$ cat config.mk
export PLATFORM = sky130hd
export DESIGN_NAME = dcr_device_control
export DESIGN_NICKNAME = d
export VERILOG_FILES = /design/src/rtl/dcr_device_control.v /design/src/rtl/dcr_sync.v /design/src/rtl/dcr_self_clear.v
export VERILOG_INCLUDE_DIRS = /design/src /design/src/rtl
export SDC_FILE = /design/constraint.sdc
export NUM_CORES = 1
export LEC_CHECK = 0
export BUFFER_PORTS_ARGS = -buffer_cell sky130_fd_sc_hd__buf_2
export CAP_MARGIN = 40
export CORE_UTILIZATION = 40
export DETAILED_ROUTE_END_ITERATION = 10
export PLACE_DENSITY = 0.77
export SYNTH_ARGS = -nofsm -noshare
export SYNTH_HDL_FRONTEND = slang
export SYNTH_SLANG_ARGS = --single-unit
$ cat constraint.sdc
create_clock -name sys_clk -period 1.35 [get_ports sys_clk]
set_clock_uncertainty 0.1 [all_clocks]
set_input_delay 0.2025 -clock sys_clk [delete_from_list [all_inputs] [get_ports sys_clk]]
set_output_delay 0.2025 -clock sys_clk [all_outputs]
set_load 0.03 [all_outputs]
$ cat src/rtl/dcr_map.vh
`ifndef DCR_MAP_VH
`define DCR_MAP_VH
// register byte addresses
`define DCR_ADDR_W          16
`define DCR_CTRL_ADDR       16'h0000
`define DCR_CTRL_ALIAS      16'h0004
`define DCR_STATUS_ADDR     16'h0008
// control field positions
`define DCR_DUP_BIT         0
`define DCR_BLOCK_BIT       2
`define DCR_LUE_BIT         6
`define DCR_INV_BIT         7
`define DCR_SPD_LO          8
`define DCR_SPD_HI          9
`define DCR_FSPD_BIT        11
`define DCR_FDUP_BIT        12
`define DCR_GPIEN0_BIT      16
`define DCR_GPIEN1_BIT      17
`define DCR_DATA0_BIT       18
`define DCR_DATA1_BIT       19
`define DCR_WAKE_BIT        20
`define DCR_WDE_BIT         21
`define DCR_DIR0_BIT        22
`define DCR_DIR1_BIT        23
`define DCR_PRST_BIT        26
`define DCR_RXP_BIT         27
`define DCR_TXP_BIT         28
`define DCR_DRST_BIT        29
`define DCR_VLAN_BIT        30
`define DCR_PHYRST_BIT      31
// writable control bits; reserved bits read zero
`define DCR_CTRL_WMASK      32'hFCFF1BC5
// status field positions
`define DCR_ST_DUP_BIT      0
`define DCR_ST_LU_BIT       1
`define DCR_ST_SPD_LO       6
`define DCR_ST_SPD_HI       7
`define DCR_ST_PRS_BIT      10
`define DCR_ST_IDLE_BIT     19
`define DCR_ST_DRSTS_BIT    20
// reset values
`define DCR_SPD_RST         2'h2
`define DCR_SPD_1000        2'h2
`define DCR_ZERO32          32'h00000000
`define DCR_SYNC_W          7
`endif

$ cat src/rtl/dcr_device_control.v
`include "dcr_map.vh"
// Function
// bit 0 selects forced duplex, 1 full
// bit 2 blocks new bus requests, reports idle
// internal phy link ignored unless bit 6
// link-up enable resets 0, 1 with wake
// serial modes: bit 6 forces link up
// bit 7 inverts signal-detect or link polarity
// invert bit reset only by power/pcie reset
// speed field 9:8 resets to 1000
// speed field ignored under auto speed detect
// bit 11 forces speed; bypass overrides it
// duplex sampled at link rise unless forced
// bits 16/17 enable pin input interrupts
// bits 18/19 drive pins, read pin level
// direction bits survive soft and system reset
// bit 21 puts watchdog on pin 0
// bit 20 low suppresses cold wake
// bit 26 self-clearing port reset
// bit 27 enables pause reception, negotiated
// bit 28 enables pause transmission, reset 0
// bit 29 chip reset if permitted, flags
// bit 30 strips vlan tags
// bit 31 holds copper phy in reset
// chip reset seen flag cleared by one
// phy reset seen flag set, cleared by zero
module dcr_device_control (
    sys_clk,
    rst,
    powerOnRst,
    regAddr,
    regWdata,
    regWr,
    regRd,
    regRdata,
    serialMode,
    energySourceSelect,
    serialSignalDetect,
    phyLink,
    phyDuplexIndication,
    phySpeed,
    autoSpeedDetect,
    autoSpeedValue,
    speedBypass,
    powerMgmtWakeEnable,
    coldWakeDefault,
    chipResetPermit,
    anDone,
    anRxPause,
    anTxPause,
    busPending,
    inD3cold,
    wakeRequest,
    watchdogEvent,
    pin0In,
    pin1In,
    pin0Out,
    pin0Oe,
    pin1Out,
    pin1Oe,
    busRequestBlock,
    linkUp,
    macFullDuplex,
    macSpeed,
    rxPauseEnable,
    txPauseEnable,
    vlanStripEnable,
    copperPhyReset,
    portReset,
    wholeChipReset,
    chipResetInterrupt,
    pinIntr,
    wakeOut
);
    input  wire                   sys_clk;
    input  wire                   rst;
    input  wire                   powerOnRst;
    input  wire [`DCR_ADDR_W-1:0] regAddr;
    input  wire [31:0]            regWdata;
    input  wire                   regWr;
    input  wire                   regRd;
    output reg  [31:0]            regRdata;
    input  wire                   serialMode;
    input  wire                   energySourceSelect;
    input  wire                   serialSignalDetect;
    input  wire                   phyLink;
    input  wire                   phyDuplexIndication;
    input  wire [1:0]             phySpeed;
    input  wire                   autoSpeedDetect;
    input  wire [1:0]             autoSpeedValue;
    input  wire                   speedBypass;
    input  wire                   powerMgmtWakeEnable;
    input  wire                   coldWakeDefault;
    input  wire                   chipResetPermit;
    input  wire                   anDone;
    input  wire                   anRxPause;
    input  wire                   anTxPause;
    input  wire                   busPending;
    input  wire                   inD3cold;
    input  wire                   wakeRequest;
    input  wire                   watchdogEvent;
    input  wire                   pin0In;
    input  wire                   pin1In;
    output reg                    pin0Out;
    output reg                    pin0Oe;
    output reg                    pin1Out;
    output reg                    pin1Oe;
    output reg                    busRequestBlock;
    output reg                    linkUp;
    output reg                    macFullDuplex;
    output reg  [1:0]             macSpeed;
    output reg                    rxPauseEnable;
    output reg                    txPauseEnable;
    output reg                    vlanStripEnable;
    output reg                    copperPhyReset;
    output wire                   portReset;
    output wire                   wholeChipReset;
    output reg                    chipResetInterrupt;
    output reg                    pinIntr;
    output reg                    wakeOut;

    // control bits and status flags
    reg        fullDuplexSelect_q;
    reg        linkUpEnable_q;
    reg        signalDetectInvert_q;
    reg [1:0]  speedSel_q;
    reg        forceSpeed_q;
    reg        forceDuplex_q;
    reg        pin0IntrEnable_q;
    reg        pin1IntrEnable_q;
    reg        pin0Value_q;
    reg        pin1Value_q;
    reg        coldWakeEnable_q;
    reg        pin0WatchdogMode_q;
    reg        pin0Direction_q;
    reg        pin1Direction_q;
    reg        rxPauseEn_q;
    reg        txPauseEn_q;
    reg        vlanStrip_q;
    reg        phyRst_q;
    reg        chipResetSeenFlag_q;
    reg        phyResetSeenFlag_q;
    reg        sampledDuplex_q;
    reg        linkPrev_q;
    reg        pin0Prev_q;
    reg        pin1Prev_q;

    wire [`DCR_SYNC_W-1:0] syncVec;
    wire       sSigDet;
    wire       sLink;
    wire       sDuplex;
    wire       sPending;
    wire       sWatchdog;
    wire       sPin0;
    wire       sPin1;

    // soft reset covers system reset and both self-clearing resets
    wire       softRst;
    wire       ctrlHit;
    wire       ctrlWr;
    wire       statWr;
    wire       linkRaw;
    wire       linkSense;
    wire       linkRise;
    wire [31:0] ctrlWord;
    wire [31:0] statWord;
    wire [1:0] speedNext;
    wire       duplexNext;
    wire       idleNext;
    wire       pin0Dir;

    function inbit;
        input [31:0] w;
        input integer pos;
        begin
            inbit = w[pos];
        end
    endfunction

    // signal detect, link, duplex, pending, watchdog and pin levels pass two flops
    dcr_sync u_sync (
        .sys_clk (sys_clk),
        .rst     (rst),
        .asyncIn ({serialSignalDetect, phyLink, phyDuplexIndication, busPending,
                   watchdogEvent, pin0In, pin1In}),
        .syncOut (syncVec)
    );
    assign {sSigDet, sLink, sDuplex, sPending, sWatchdog, sPin0, sPin1} = syncVec;

    // address decode: the control word answers at its alias too
    assign ctrlHit = (regAddr == `DCR_CTRL_ADDR) | (regAddr == `DCR_CTRL_ALIAS);
    assign ctrlWr  = regWr & ctrlHit;
    assign statWr  = regWr & (regAddr == `DCR_STATUS_ADDR);

    // self-clearing resets: pulse one cycle, never stored
    dcr_self_clear u_port_rst (
        .sys_clk (sys_clk),
        .rst     (rst),
        .fire    (ctrlWr & inbit(regWdata, `DCR_PRST_BIT)),
        .permit  (1'b1),
        .pulse_q (portReset)
    );
    dcr_self_clear u_chip_rst (
        .sys_clk (sys_clk),
        .rst     (rst),
        .fire    (ctrlWr & inbit(regWdata, `DCR_DRST_BIT)),
        .permit  (chipResetPermit),
        .pulse_q (wholeChipReset)
    );
    assign softRst = rst | portReset | wholeChipReset;

    // link source polarity: invert applies to signal detect or phy link
    assign linkRaw   = (serialMode | energySourceSelect) ? sSigDet : sLink;
    assign linkSense = linkRaw ^ signalDetectInvert_q;
    assign linkRise  = sLink & ~linkPrev_q;

    // ordinary control bits, loaded with their reset defaults by any soft reset
    always @(posedge sys_clk) begin
        if (softRst) begin
            fullDuplexSelect_q <= 1'b1;
            linkUpEnable_q     <= powerMgmtWakeEnable;
            speedSel_q         <= `DCR_SPD_RST;
            forceSpeed_q       <= 1'b0;
            forceDuplex_q      <= 1'b0;
            pin0IntrEnable_q   <= 1'b0;
            pin1IntrEnable_q   <= 1'b0;
            pin0Value_q        <= 1'b0;
            pin1Value_q        <= 1'b0;
            coldWakeEnable_q   <= coldWakeDefault;
            pin0WatchdogMode_q <= 1'b0;
            rxPauseEn_q        <= 1'b1;
            txPauseEn_q        <= 1'b0;
            vlanStrip_q        <= 1'b0;
            phyRst_q           <= 1'b0;
            busRequestBlock    <= 1'b0;
        end else if (ctrlWr) begin
            fullDuplexSelect_q <= inbit(regWdata, `DCR_DUP_BIT);
            busRequestBlock    <= inbit(regWdata, `DCR_BLOCK_BIT);
            linkUpEnable_q     <= inbit(regWdata, `DCR_LUE_BIT);
            speedSel_q         <= regWdata[`DCR_SPD_HI:`DCR_SPD_LO];
            forceSpeed_q       <= inbit(regWdata, `DCR_FSPD_BIT);
            forceDuplex_q      <= inbit(regWdata, `DCR_FDUP_BIT);
            pin0IntrEnable_q   <= inbit(regWdata, `DCR_GPIEN0_BIT);
            pin1IntrEnable_q   <= inbit(regWdata, `DCR_GPIEN1_BIT);
            pin0Value_q        <= inbit(regWdata, `DCR_DATA0_BIT);
            pin1Value_q        <= inbit(regWdata, `DCR_DATA1_BIT);
            coldWakeEnable_q   <= inbit(regWdata, `DCR_WAKE_BIT);
            pin0WatchdogMode_q <= inbit(regWdata, `DCR_WDE_BIT);
            rxPauseEn_q        <= inbit(regWdata, `DCR_RXP_BIT);
            txPauseEn_q        <= inbit(regWdata, `DCR_TXP_BIT);
            vlanStrip_q        <= inbit(regWdata, `DCR_VLAN_BIT);
            phyRst_q           <= inbit(regWdata, `DCR_PHYRST_BIT);
        end else if (anDone) begin
            rxPauseEn_q        <= anRxPause;
            txPauseEn_q        <= anTxPause;
        end
    end

    // power-on domain: invert and directions ignore soft resets
    always @(posedge sys_clk) begin
        if (powerOnRst) begin
            signalDetectInvert_q <= 1'b0;
            pin0Direction_q      <= 1'b0;
            pin1Direction_q      <= 1'b0;
        end else if (ctrlWr) begin
            signalDetectInvert_q <= inbit(regWdata, `DCR_INV_BIT);
            pin0Direction_q      <= inbit(regWdata, `DCR_DIR0_BIT);
            pin1Direction_q      <= inbit(regWdata, `DCR_DIR1_BIT);
        end
    end

    // speed: bypass or force picks the field, else auto detect beats the phy speed
    assign speedNext = speedBypass ? speedSel_q :
                       forceSpeed_q ? speedSel_q :
                       autoSpeedDetect ? autoSpeedValue :
                       phySpeed;
    assign duplexNext = forceDuplex_q ? fullDuplexSelect_q : sampledDuplex_q;
    assign idleNext   = ~(busRequestBlock & sPending);

    // mac state derived from the control bits
    always @(posedge sys_clk) begin
        if (softRst) begin
            sampledDuplex_q <= 1'b1;
            linkPrev_q      <= 1'b0;
            linkUp          <= 1'b0;
            macSpeed        <= `DCR_SPD_1000;
            macFullDuplex   <= 1'b1;
        end else begin
            linkPrev_q <= sLink;
            if (linkRise) begin
                sampledDuplex_q <= sDuplex;
            end
            if (serialMode) begin
                linkUp <= linkUpEnable_q | linkSense;
            end else begin
                linkUp <= linkUpEnable_q & linkSense;
            end
            macSpeed      <= speedNext;
            macFullDuplex <= duplexNext;
        end
    end

    // status flags: hardware set wins over software clear
    always @(posedge sys_clk) begin
        if (powerOnRst) begin
            chipResetSeenFlag_q <= 1'b0;
            phyResetSeenFlag_q  <= 1'b1;
        end else begin
            if (wholeChipReset) begin
                chipResetSeenFlag_q <= 1'b1;
            end else if (statWr & inbit(regWdata, `DCR_ST_DRSTS_BIT)) begin
                chipResetSeenFlag_q <= 1'b0;
            end
            if (phyRst_q) begin
                phyResetSeenFlag_q <= 1'b1;
            end else if (statWr & ~inbit(regWdata, `DCR_ST_PRS_BIT)) begin
                phyResetSeenFlag_q <= 1'b0;
            end
        end
    end

    // pins, interrupts, wake and datapath enables
    assign pin0Dir = pin0Direction_q | pin0WatchdogMode_q;
    always @(posedge sys_clk) begin
        if (rst) begin
            pin0Out            <= 1'b0;
            pin0Oe             <= 1'b0;
            pin1Out            <= 1'b0;
            pin1Oe             <= 1'b0;
            pin0Prev_q         <= 1'b0;
            pin1Prev_q         <= 1'b0;
            pinIntr            <= 1'b0;
            wakeOut            <= 1'b0;
            chipResetInterrupt <= 1'b0;
            rxPauseEnable      <= 1'b0;
            txPauseEnable      <= 1'b0;
            vlanStripEnable    <= 1'b0;
            copperPhyReset     <= 1'b0;
            regRdata           <= `DCR_ZERO32;
        end else begin
            // watchdog mode: pin 0 shows the event at the data polarity
            pin0Out <= pin0WatchdogMode_q ? (sWatchdog ~^ pin0Value_q)
                                          : pin0Value_q;
            pin0Oe  <= pin0Dir;
            pin1Out <= pin1Value_q;
            pin1Oe  <= pin1Direction_q;
            pin0Prev_q <= sPin0;
            pin1Prev_q <= sPin1;
            // rising pin edge while input and enabled
            pinIntr <= (pin0IntrEnable_q & ~pin0Dir & sPin0 & ~pin0Prev_q) |
                       (pin1IntrEnable_q & ~pin1Direction_q & sPin1 & ~pin1Prev_q);
            wakeOut <= wakeRequest & (coldWakeEnable_q | ~inD3cold);
            chipResetInterrupt <= wholeChipReset;
            rxPauseEnable   <= rxPauseEn_q;
            txPauseEnable   <= txPauseEn_q;
            vlanStripEnable <= vlanStrip_q;
            copperPhyReset  <= phyRst_q;
            // read data stand one cycle after the strobe only
            if (regRd & ctrlHit) begin
                regRdata <= ctrlWord;
            end else if (regRd & (regAddr == `DCR_STATUS_ADDR)) begin
                regRdata <= statWord;
            end else begin
                regRdata <= `DCR_ZERO32;
            end
        end
    end

    // read images; input pins read their live level
    assign ctrlWord = {phyRst_q, vlanStrip_q, 1'b0, txPauseEn_q, rxPauseEn_q, 3'h0,
                       pin1Direction_q, pin0Direction_q, pin0WatchdogMode_q,
                       coldWakeEnable_q,
                       (pin1Direction_q ? pin1Value_q : sPin1),
                       (pin0Dir ? pin0Value_q : sPin0),
                       pin1IntrEnable_q, pin0IntrEnable_q, 3'h0,
                       forceDuplex_q, forceSpeed_q, 1'b0, speedSel_q,
                       signalDetectInvert_q, linkUpEnable_q, 3'h0,
                       busRequestBlock, 1'b0, fullDuplexSelect_q} & `DCR_CTRL_WMASK;
    assign statWord = {11'h000, chipResetSeenFlag_q, idleNext, 8'h00,
                       phyResetSeenFlag_q, 2'h0, macSpeed, 4'h0, linkUp,
                       macFullDuplex};
endmodule // dcr_device_control

$ cat src/rtl/dcr_sync.v
`include "dcr_map.vh"
// two-flop synchroniser for pin-side levels; stage one feeds only stage two
module dcr_sync (
    sys_clk,
    rst,
    asyncIn,
    syncOut
);
    input  wire                   sys_clk;
    input  wire                   rst;
    input  wire [`DCR_SYNC_W-1:0] asyncIn;
    output reg  [`DCR_SYNC_W-1:0] syncOut;

    reg [`DCR_SYNC_W-1:0] meta_q;

    // both stages clear on reset so consumers see a known level
    always @(posedge sys_clk) begin
        if (rst) begin
            meta_q  <= {`DCR_SYNC_W{1'b0}};
            syncOut <= {`DCR_SYNC_W{1'b0}};
        end else begin
            meta_q  <= asyncIn;
            syncOut <= meta_q;
        end
    end
endmodule // dcr_sync

$ cat src/rtl/dcr_self_clear.v
`include "dcr_map.vh"
// one-cycle pulse from a written one; the stored bit never reads back set
module dcr_self_clear (
    sys_clk,
    rst,
    fire,
    permit,
    pulse_q
);
    input  wire sys_clk;
    input  wire rst;
    input  wire fire;
    input  wire permit;
    output reg  pulse_q;

    // a refused write leaves nothing behind, so no stale request survives
    always @(posedge sys_clk) begin
        if (rst) begin
            pulse_q <= 1'b0;
        end else begin
            pulse_q <= fire & permit;
        end
    end
endmodule // dcr_self_clear

# After elaboration in Yosys (flattened, before gate mapping)
# Cells that the tools add are included.
# word_totals
register_bits,89
word_cells,114
output_inout_bits,50
# classes
mux,21
reduce_logical,7
n_bitwise,38
eq_ne,2
# ops
op,n
32-bit 2-to-1 mux,1
21-bit 2-to-1 mux,1
1-bit bitwise AND,19
"16-bit by 3-bit == test with 1-bit output, second input constant",1
"16-bit by 4-bit == test with 1-bit output, second input constant",1
16-bit zero test,1
1-bit 2-to-1 mux,16
1-bit inverter,9
1-bit bitwise OR,8
2-bit 2-to-1 mux,3
2-bit nonzero test,3
2-bit OR reduction,2
3-bit OR reduction,1
1-bit XNOR,1
1-bit bitwise XOR,1

# Longest topological paths before layout
# Gate-level depths: netlist of run 1.
# logic_depth
word_depth,6
depth_mapped,5
depth_no_buf,4

# By module
# From an unflattened synthesis of run 1, not the netlist that was laid out.
# hier_totals
hier_cells,267
hier_area_um2,2807.7
# by_module_without_submodules
module,seq_area_each_um2,n_inst,cells_per_inst,area_each_um2
dcr_device_control,1281.2,1,234,2342.2
dcr_sync,280.3,1,29,407.9
dcr_self_clear,20.0,2,2,28.8

# Least setup slack after synthesis of run 1
# OpenSTA, ideal clock, no wires.
# synth_path
path_type,register to register
from,register u_chip_rst.pulse_q
to,register coldWakeEnable_q (enable)
path_stages_with_launch,4
required_ns,0.985
setup_slack_ns,-0.165
arrival_time_ns,1.151
cell_sequence,dfxtp_1 nor3_1 clkbuf_1 nand2_1
# synth_between
elab_chain_cells,2
# synth_lines
element,line_no,source
from (decl),dcr_self_clear.v:14,output reg pulse_q;
from (signal assigned),dcr_self_clear.v:21,pulse_q <= fire & permit;
1-bit bitwise OR,dcr_device_control.v:210,assign softRst = rst | portReset | wholeChipReset;
2-bit nonzero test (no source line),--,
to (signal assigned),dcr_device_control.v:229,coldWakeEnable_q <= coldWakeDefault;
to (signal assigned),dcr_device_control.v:247,"coldWakeEnable_q <= inbit(regWdata, `DCR_WAKE_BIT);"
to (decl),dcr_device_control.v:133,reg coldWakeEnable_q;
# No other way between the ends.
# A chain may end at the register's enable or synchronous reset.

# Final worst setup path of run 1
# layout_path
from,register u_port_rst.pulse_q
to,register rxPauseEn_q
# layout_between
elab_chain_cells,2
# layout_lines
element,line_no,source
from (decl),dcr_self_clear.v:14,
from (signal assigned),dcr_self_clear.v:21,
1-bit bitwise OR (2 in series),dcr_device_control.v:210,
to (signal assigned),dcr_device_control.v:249,"rxPauseEn_q <= inbit(regWdata, `DCR_RXP_BIT);"
to (signal assigned),dcr_device_control.v:254,rxPauseEn_q <= anRxPause;
to (decl),dcr_device_control.v:137,reg rxPauseEn_q;
# No other way between the ends.

==> summary.txt, run 1 <==
Finish
  • Fillers: ~570
  • Share of cells above drive strength 1: 0.395
  • Post-layout util: 0.610
  • Number of diodes: 0
  • Finished Layout Cells: 495
  • Final nets: roughly 500
  • Area added between synthesis and finish: 43.7%

Critical path
  • Buf/Inv on CP: 1
  • Setup CP Type: reg2reg
  • Worst-path maximum fanout: 10
  • Critical Path End Type: register
  • Top delay family on crit path: simple AND/OR/NAND/NOR gates
  • Slowest CP cell: or3_1
  • R2R Setup Slk: 0.03 ns
  • Crit path DAT: about 1.4 ns
  • RR Endpoint: rxPauseEn_q
  • Cells along the critical path: or3_1, buf_6, nor3_1, a31oi_1
  • CP startpoint: u_port_rst.pulse_q
  • Max incr delay on CP: ~0.35 ns
  • FF-to-FF Start: u_port_rst.pulse_q
  • Reg2reg path depth: 4
  • Worst Setup Start Kind: register
  • Critical Path RT: roughly 1.5 ns

Logic synthesis
  • Top cells by instance count after synthesis: 77 x dfxtp_1, 25 x nor2b_1, 24 x nand2_1
  • Seq/Total Area, Yosys: 0.578
  • Post-Synthesis Cell Area: approximately 2800 um2
  • Count leader, synth: dfxtp_1
  • Mapped Avg Cell Area: 10.5 um2
  • Synth area leaders: dfxtp_1 56%, nor2b_1 5.6%, and2_1 3.8%
  • Top FF cell, synth: dfxtp_1
  • Share of the synthesized area in the top cell type: 0.556
  • Yosys reg bits: 79
  • Synth Instances: 263
  • Yosys top cell by area: dfxtp_1
  • Synth cell types: 42
  • EDFF count, synth: 2
  • Yosys Warn Count: 0
  • Post-synth ARST share: 0

Hold path
  • Hold crit path type: in2reg
  • Hold-critical path depth: 3
  • HP Start: regWdata[19]
  • WHS Endpoint: pin1Value_q

Placed design
  • DP HPWL: between 4000 and 5000 um
  • RePlAce Congestion: approximately 0.7
  • Place WS: -0.316 ns
  • DP Cell Count: 454
  • IO Port Bufs: around 110

Routing
  • Initial drt markers: 56
  • Via density: around 4.6
  • Final WL: slightly above 6000 um
  • Residual DRC: 0
  • Vias: roughly 2,300
  • DR WL/cell: ~12 um
  • Drt pass-1 iters: 4
  • Antenna Nets Post-Route: 0

Clocking
  • Worst skew pair latency: around 0.34 ns
  • Clk pin slew, worst setup/hold paths: roughly 0.080 ns
  • Clock root buffer: clkbuf_8
  • CTS max path bufs: 2
  • Num Clock Sinks: just under 80
  • H-tree Lvls: 3
  • CTS tree: built
  • Number of buffers created by CTS: 9

Global route
  • Pin count of the biggest net entering global routing: 26
  • Tot GR Track Use: 0.173
  • Total grt overflow: 0
  • First-pass GRT wire length: 9560 um
  • Vias in the first global route: between 2,000 and 2,500
  • Antenna violations before repair: 0

Timing
  • Slew Viols, Final: 0
  • Setup slack after layout: 0.0273 ns
  • Fmax: between 700 and 800 MHz
  • Crit share post-route: 0.980
  • Endpoints failing setup: 0
  • RSZ-0062 raised after global routing: true
  • WHS: around 0.014 ns
  • Fin. Hold Viols: 0
  • Fin crit period: approximately 1.3 ns

Floorplan
  • Core ar.: about 6500 um2
  • Die Area: 7270 um2
  • Row cnt: 29
  • I/O Pins: between 100 and 150
  • Die Width: ~85 um
  • Die height: between 80 and 90 um
  • Initial Utilization: 0.424

Power
  • Pleak: roughly 0.0018 uW
  • PD cells: 1140 nW/um2
  • Maximum vdd drop: 589 uV
  • Tot Pwr: between 4000 and 5000 uW

Run status
  • Status: completed

Job
  • Max-Cap Viols: 0
==> through the flow <==
stage / cell area, um2 / TNS, ns
after floorplan: 2840 / -0.297
after global routing: 3980 / -0.0378
final: 3980 / 0
after global placement: 3490 / -8.83
after detailed placement: 3490 / -11.88
after CTS: 3910 / 0
==> metal layers <==
metal / vias to the layer above / routed length, um / track usage
met2: 94 / 3120 / 0.312
li1: 1165 / - / -
met5: - / 0 / 0
met4: 0 / 40 / 0.0693
met1: 1022 / 2620 / 0.190
met3: 6 / 358 / 0.0506
==> placed cells by master, fill, tap and decap left out, types with 3 or more instances in the layout <==
| master | instances |
|---|---|
| buf_6 | 6 |
| clkbuf_8 | 11 |
| nor2b_1 | 25 |
| conb_1 | 10 |
| nor2_1 | 9 |
| a21oi_1 | 4 |
| o21ai_0 | 4 |
| nor4_4 | 3 |
| nor3b_1 | 5 |
| a22o_1 | 5 |
| dlygate4sd3_1 | 22 |
| buf_4 | 16 |
| inv_1 | 5 |
| mux2i_1 | 6 |
| o21ai_1 | 11 |
| dfxtp_1 | 75 |
| nand2_1 | 22 |
| a31o_2 | 3 |
| nand3_1 | 12 |
| and2_1 | 17 |
| buf_2 | 106 |
==> report_power, final <==
| group | internal [uW] | switching [uW] | total [uW] |
|---|---|---|---|
| logic | 196 | 202 | 397 |
| clock network | 955 | 790 | 1740 |
| registers | 2380 | 17.3 | 2400 |
==> tightest hold or removal path, stage by stage <==
cell	delay (ns)
buf_2	0.10
nand2_1	0.05
o21ai_1	0.05
==> cell families (layout without fill, tap and decap cells) <==
group,Yosys count,in the layout,share of synthesized area
AND/OR/NAND/NOR,113,113,0.254
XOR/XNOR,3,3,0.00948
multiplexers,8,8,0.0298
AO/OA/AOI/OAI,33,33,0.0749
other,1,10,0.00135
flip-flops,79,79,0.578
buffers and inverters,26,172,0.0528
==> area by class of cell <==
type                            count  area (um2)  share of cell area
Sequential cell                    79        1610               0.404
Clock inverter                      3        42.5              0.0107
Multi-Input combinational cell    167        1100               0.276
Inverter                            5        18.8             0.00471
Tap cell                           77        96.3              0.0242
Clock buffer                       13         159              0.0399
Timing Repair Buffer              151         958               0.241
==> registers in the layout, summed over array words and instances (netlist names), 2 cells and up <==
signal,cells
speedSel_q,2
macSpeed,2
u_sync.meta_q,7
u_sync.syncOut,7
regRdata,22
==> how the worst max path moves through the flow <==
stage | end | slack (ns) | depth (start not counted)
finish | rxPauseEn_q | 0.03 | 4
detailed placement | vlanStrip_q | -0.32 | 6
global route | rxPauseEn_q | -0.04 | 4
floorplan | coldWakeEnable_q | -0.04 | 4
global placement | regRdata[7] | -0.25 | 7
CTS | forceDuplex_q | 0.01 | 5
==> what timing repair did <==
item | CTS | global route
hold endpoints to repair | 19 | 2
cloned | 1 | 1
hold buffers | 20 | 2
endpoints found under the setup margin | 11 | 17
pin swaps | 1 | 1
setup buffers | 0 | 1
gates resized for setup | 3 | 10
No activity file was read; power rests on OpenSTA's default activity.
==> inputs of run 2 (changes only) <==
--- a/config.mk
+++ b/config.mk
@@ -6,11 +6,11 @@
 export SDC_FILE = /design/constraint.sdc
 export NUM_CORES = 1
 export LEC_CHECK = 0
-export BUFFER_PORTS_ARGS = -buffer_cell sky130_fd_sc_hd__buf_2
 export CAP_MARGIN = 40
 export CORE_UTILIZATION = 40
 export DETAILED_ROUTE_END_ITERATION = 10
-export PLACE_DENSITY = 0.77
+export DONT_BUFFER_PORTS = 1
+export PLACE_DENSITY = 0.6
 export SYNTH_ARGS = -nofsm -noshare
 export SYNTH_HDL_FRONTEND = slang
 export SYNTH_SLANG_ARGS = --single-unit
==> run 2 against run 1 <==
  * The run now ends with hold timing left
  * Routed wire length is 3.9% lower
  * Power decreased by 8.2%
  * Utilization decreased by 7.2 points
  * Sequential cell count did not move
  * Critical endpoint is now linkUpEnable_q
==> summary.txt, run 2 (synthesis gave the netlist of run 1 again) <==
Run status
  • Status: finished, violations left
  • Failing checks: hold timing

Global route
  • Vias in the first global route: 1,915 (-10%)
  • Tot GR Track Use: 0.169 (-0.00385)
  • Met2 Use GR: 0.295 (-0.0176)
  • Antenna violations before repair: 0 (unchanged)
  • Gr busiest metal: met2
  • M3 GR Usage: 0.0642 (+0.0136)
  • M1 GR Usage: 0.184 (-0.00532)
  • Pin count of the biggest net entering global routing: 38 (+46%)
  • First-pass GRT wire length: 9200 um (-3.7%)
  • Total grt overflow: 0 (unchanged)

Routing
  • Vias: 1,931 (-16%)
  • Antenna Nets Post-Route: 0 (unchanged)
  • DR WL/cell: 14.9 um (+20%)
  • Residual DRC: 0 (unchanged)
  • Initial drt markers: 32 (-43%)
  • Via density: 4.86 (+5.3%)
  • Drt pass-1 iters: 4 (unchanged)
  • Final WL: 5900 um (-3.9%)

Placed design
  • RePlAce Congestion: 0.696 (-2.0%)
  • IO Port Bufs: 0 (-100%)
  • DP HPWL: 3930 um (-9.6%)

Hold path
  • HP Start: inD3cold
  • WHS Endpoint: wakeOut
  • Hold-critical path depth: 2 (-1)
  • Hold crit path type: in2reg

Finish
  • Number of diodes: 0 (unchanged)
  • Multi-input logic area: 1090 um2 (-0.80%)
  • Number of flip-flops under the largest register name: 22 (unchanged)
  • Share of cells above drive strength 1: 0.166 (-0.229)
  • Commonest non-fill, non-tap cell in the layout: dfxtp_1
  • Final nets: 391 (-20%)
  • Fillers: 583 (+2.8%)
  • Most frequent cells in the layout: 75 x dfxtp_1, 38 x dlygate4sd3_1, 25 x nor2b_1, 22 x nand2_1, 17 x and2_1
  • Area added between synthesis and finish: 26.6%
  • Register area: 1610 um2 (unchanged)
  • Most flops, register: regRdata
  • Biggest regs: regRdata (22), u_sync.meta_q (7), u_sync.syncOut (7)

Power
  • Internal Dissipation: 3180 uW (-9.8%)
  • Maximum vdd drop: 574 uV (-2.6%)
  • Combinational share of power: 0.067 (-0.021)
  • PD cells: 1190 nW/um2 (+4.2%)
  • Sw power: 986 uW (-2.3%)
  • Tot Pwr: 4170 uW (-8.2%)
  • Switching power share of the total: 0.236 (+0.0143)
  • Power share of the sequential group: 0.581 (+0.053)
  • Pleak: 0.00138 uW (-25%)
  • Clock power share: 0.352 (-0.032)

Timing
  • Fmax: 749 MHz (-0.95%)
  • Fin crit period: 1.34 ns (+0.0127 ns)
  • Final setup TNS: 0 ns (unchanged)
  • Endpoints failing setup: 0 (unchanged)
  • RSZ-0062 raised after global routing: true
  • Crit share post-route: 0.989 (+0.00940)
  • Fin. Hold Viols: 1 (+1)
  • WHS: -0.00617 ns (-0.0203 ns)
  • Slew Viols, Final: 0 (unchanged)

Floorplan
  • Core ar.: 6530 um2 (unchanged)
  • Die Area: 7270 um2 (unchanged)
  • Initial Utilization: 0.424 (unchanged)
  • Row cnt: 29 (unchanged)
  • Die Width: 85.2 um (unchanged)
  • I/O Pins: 126 (unchanged)
  • Die height: 85.2 um (unchanged)

Critical path
  • FF-to-FF Start: u_port_rst.pulse_q
  • R2R Setup Slk: 0.01 ns (about the same)
  • Top delay family on crit path: simple AND/OR/NAND/NOR gates
  • Worst Setup Start Kind: register
  • CP dominant cell by count: nand2_1
  • Slowest CP cell: or3_4
  • Cells along the critical path: or3_4, buf_6, nand2_1, nand2_1
  • Critical Path RT: 1.34 ns (-0.13 ns)
  • Setup CP Type: reg2reg
  • Reg2reg path depth: 4 (unchanged)
  • Critical Path End Type: register
  • Crit path DAT: 1.33 ns (-0.11 ns)
  • Worst-path maximum fanout: 5 (-5)
  • RR Endpoint: linkUpEnable_q
  • Buf/Inv on CP: 1 (unchanged)
  • Max incr delay on CP: 0.38 ns (+0.03 ns)

Clocking
  • Clk pin slew, worst setup/hold paths: 0.08 ns (about the same)
  • CTS max path bufs: 2 (unchanged)
  • Worst skew pair latency: 0.34 ns (about the same)
  • H-tree Lvls: 3 (unchanged)
  • Num Clock Sinks: 79 (unchanged)
  • CTS tree: built
  • Number of buffers created by CTS: 9 (unchanged)
  • Clock root buffer: clkbuf_8

Job
  • Max-Cap Viols: 0 (unchanged)
run 2: power groups by stage:
| stage | combinational, uW | sequential (uW) | clock (uW) |
|---|---|---|---|
| global placement | 153 | 2480 | 0 |
| finish | 278 | 2420 | 1470 |
| global route | 304 | 2430 | 1640 |
| detailed placement | 156 | 2480 | 0 |
| CTS | 269 | 2420 | 1540 |
| floorplan | 167 | 2470 | 0 |
run 2: metal layers:
layer | wire length [um] | vias up | part of all wire
li1 | - | 963 | -
met1 | 2450 | 868 | 0.42
met2 | 2890 | 90 | 0.49
met3 | 459 | 10 | 0.078
met4 | 102 | 0 | 0.017
met5 | 0 | - | 0
run 2: how the worst max path moves through the flow:
stage,start,to,slack (ns),cells after the start
2_1_floorplan,regAddr[6],coldWakeEnable_q,-0.04,4
3_3_place_gp,regAddr[15],pin1Direction_q,-0.17,5
3_5_place_dp,regAddr[15],pin0Direction_q,-0.19,5
4_1_cts,u_port_rst.pulse_q,coldWakeEnable_q,0.01,4
5_1_grt,u_port_rst.pulse_q,linkUpEnable_q,-0.03,4
6_report,u_port_rst.pulse_q,linkUpEnable_q,0.01,4
run 2: repair_timing:
| action | 4_1_cts | 5_1_grt |
|---|---|---|
| hold buffers | 40 | 1 |
| resized for setup | 1 | 5 |
| pin swaps | 0 | 1 |
| cloned | 0 | 1 |
| endpoints found under the setup margin | 1 | 5 |
| hold endpoints to repair | 52 | 1 |
| setup buffers | 0 | 1 |
run 2: stage by stage:
| stage | util | area [um2] | cells | worst slack [ns] |
|---|---|---|---|---|
| final | 0.537 | 3510 | 397 | 0.0146 |
| after global routing | 0.537 | 3510 | 397 | -0.0301 |
| after CTS | 0.534 | 3490 | 396 | 0.0111 |
| after detailed placement | 0.446 | 2910 | 340 | -0.187 |
| after global placement | 0.446 | 2910 | 340 | -0.175 |
| after floorplan | - | 2840 | 272 | -0.0399 |
run 2: layout make-up:
type,count,area share
well taps,77,0.0275
multi-input cells,167,0.311
clock buffers,10,0.0364
clock inverters,6,0.0103
flip-flops and latches,79,0.458
inverters,5,0.00535
repair buffers,53,0.152
run 2: worst register-to-register path: cells and delay by family, from the launching register on:
| family | cells | cell delay, ns |
|---|---|---|
| and+or+nand+nor | 3 | 0.50 |
| buffers and inverters | 1 | 0.15 |
| DFF | 1 | 0.34 |
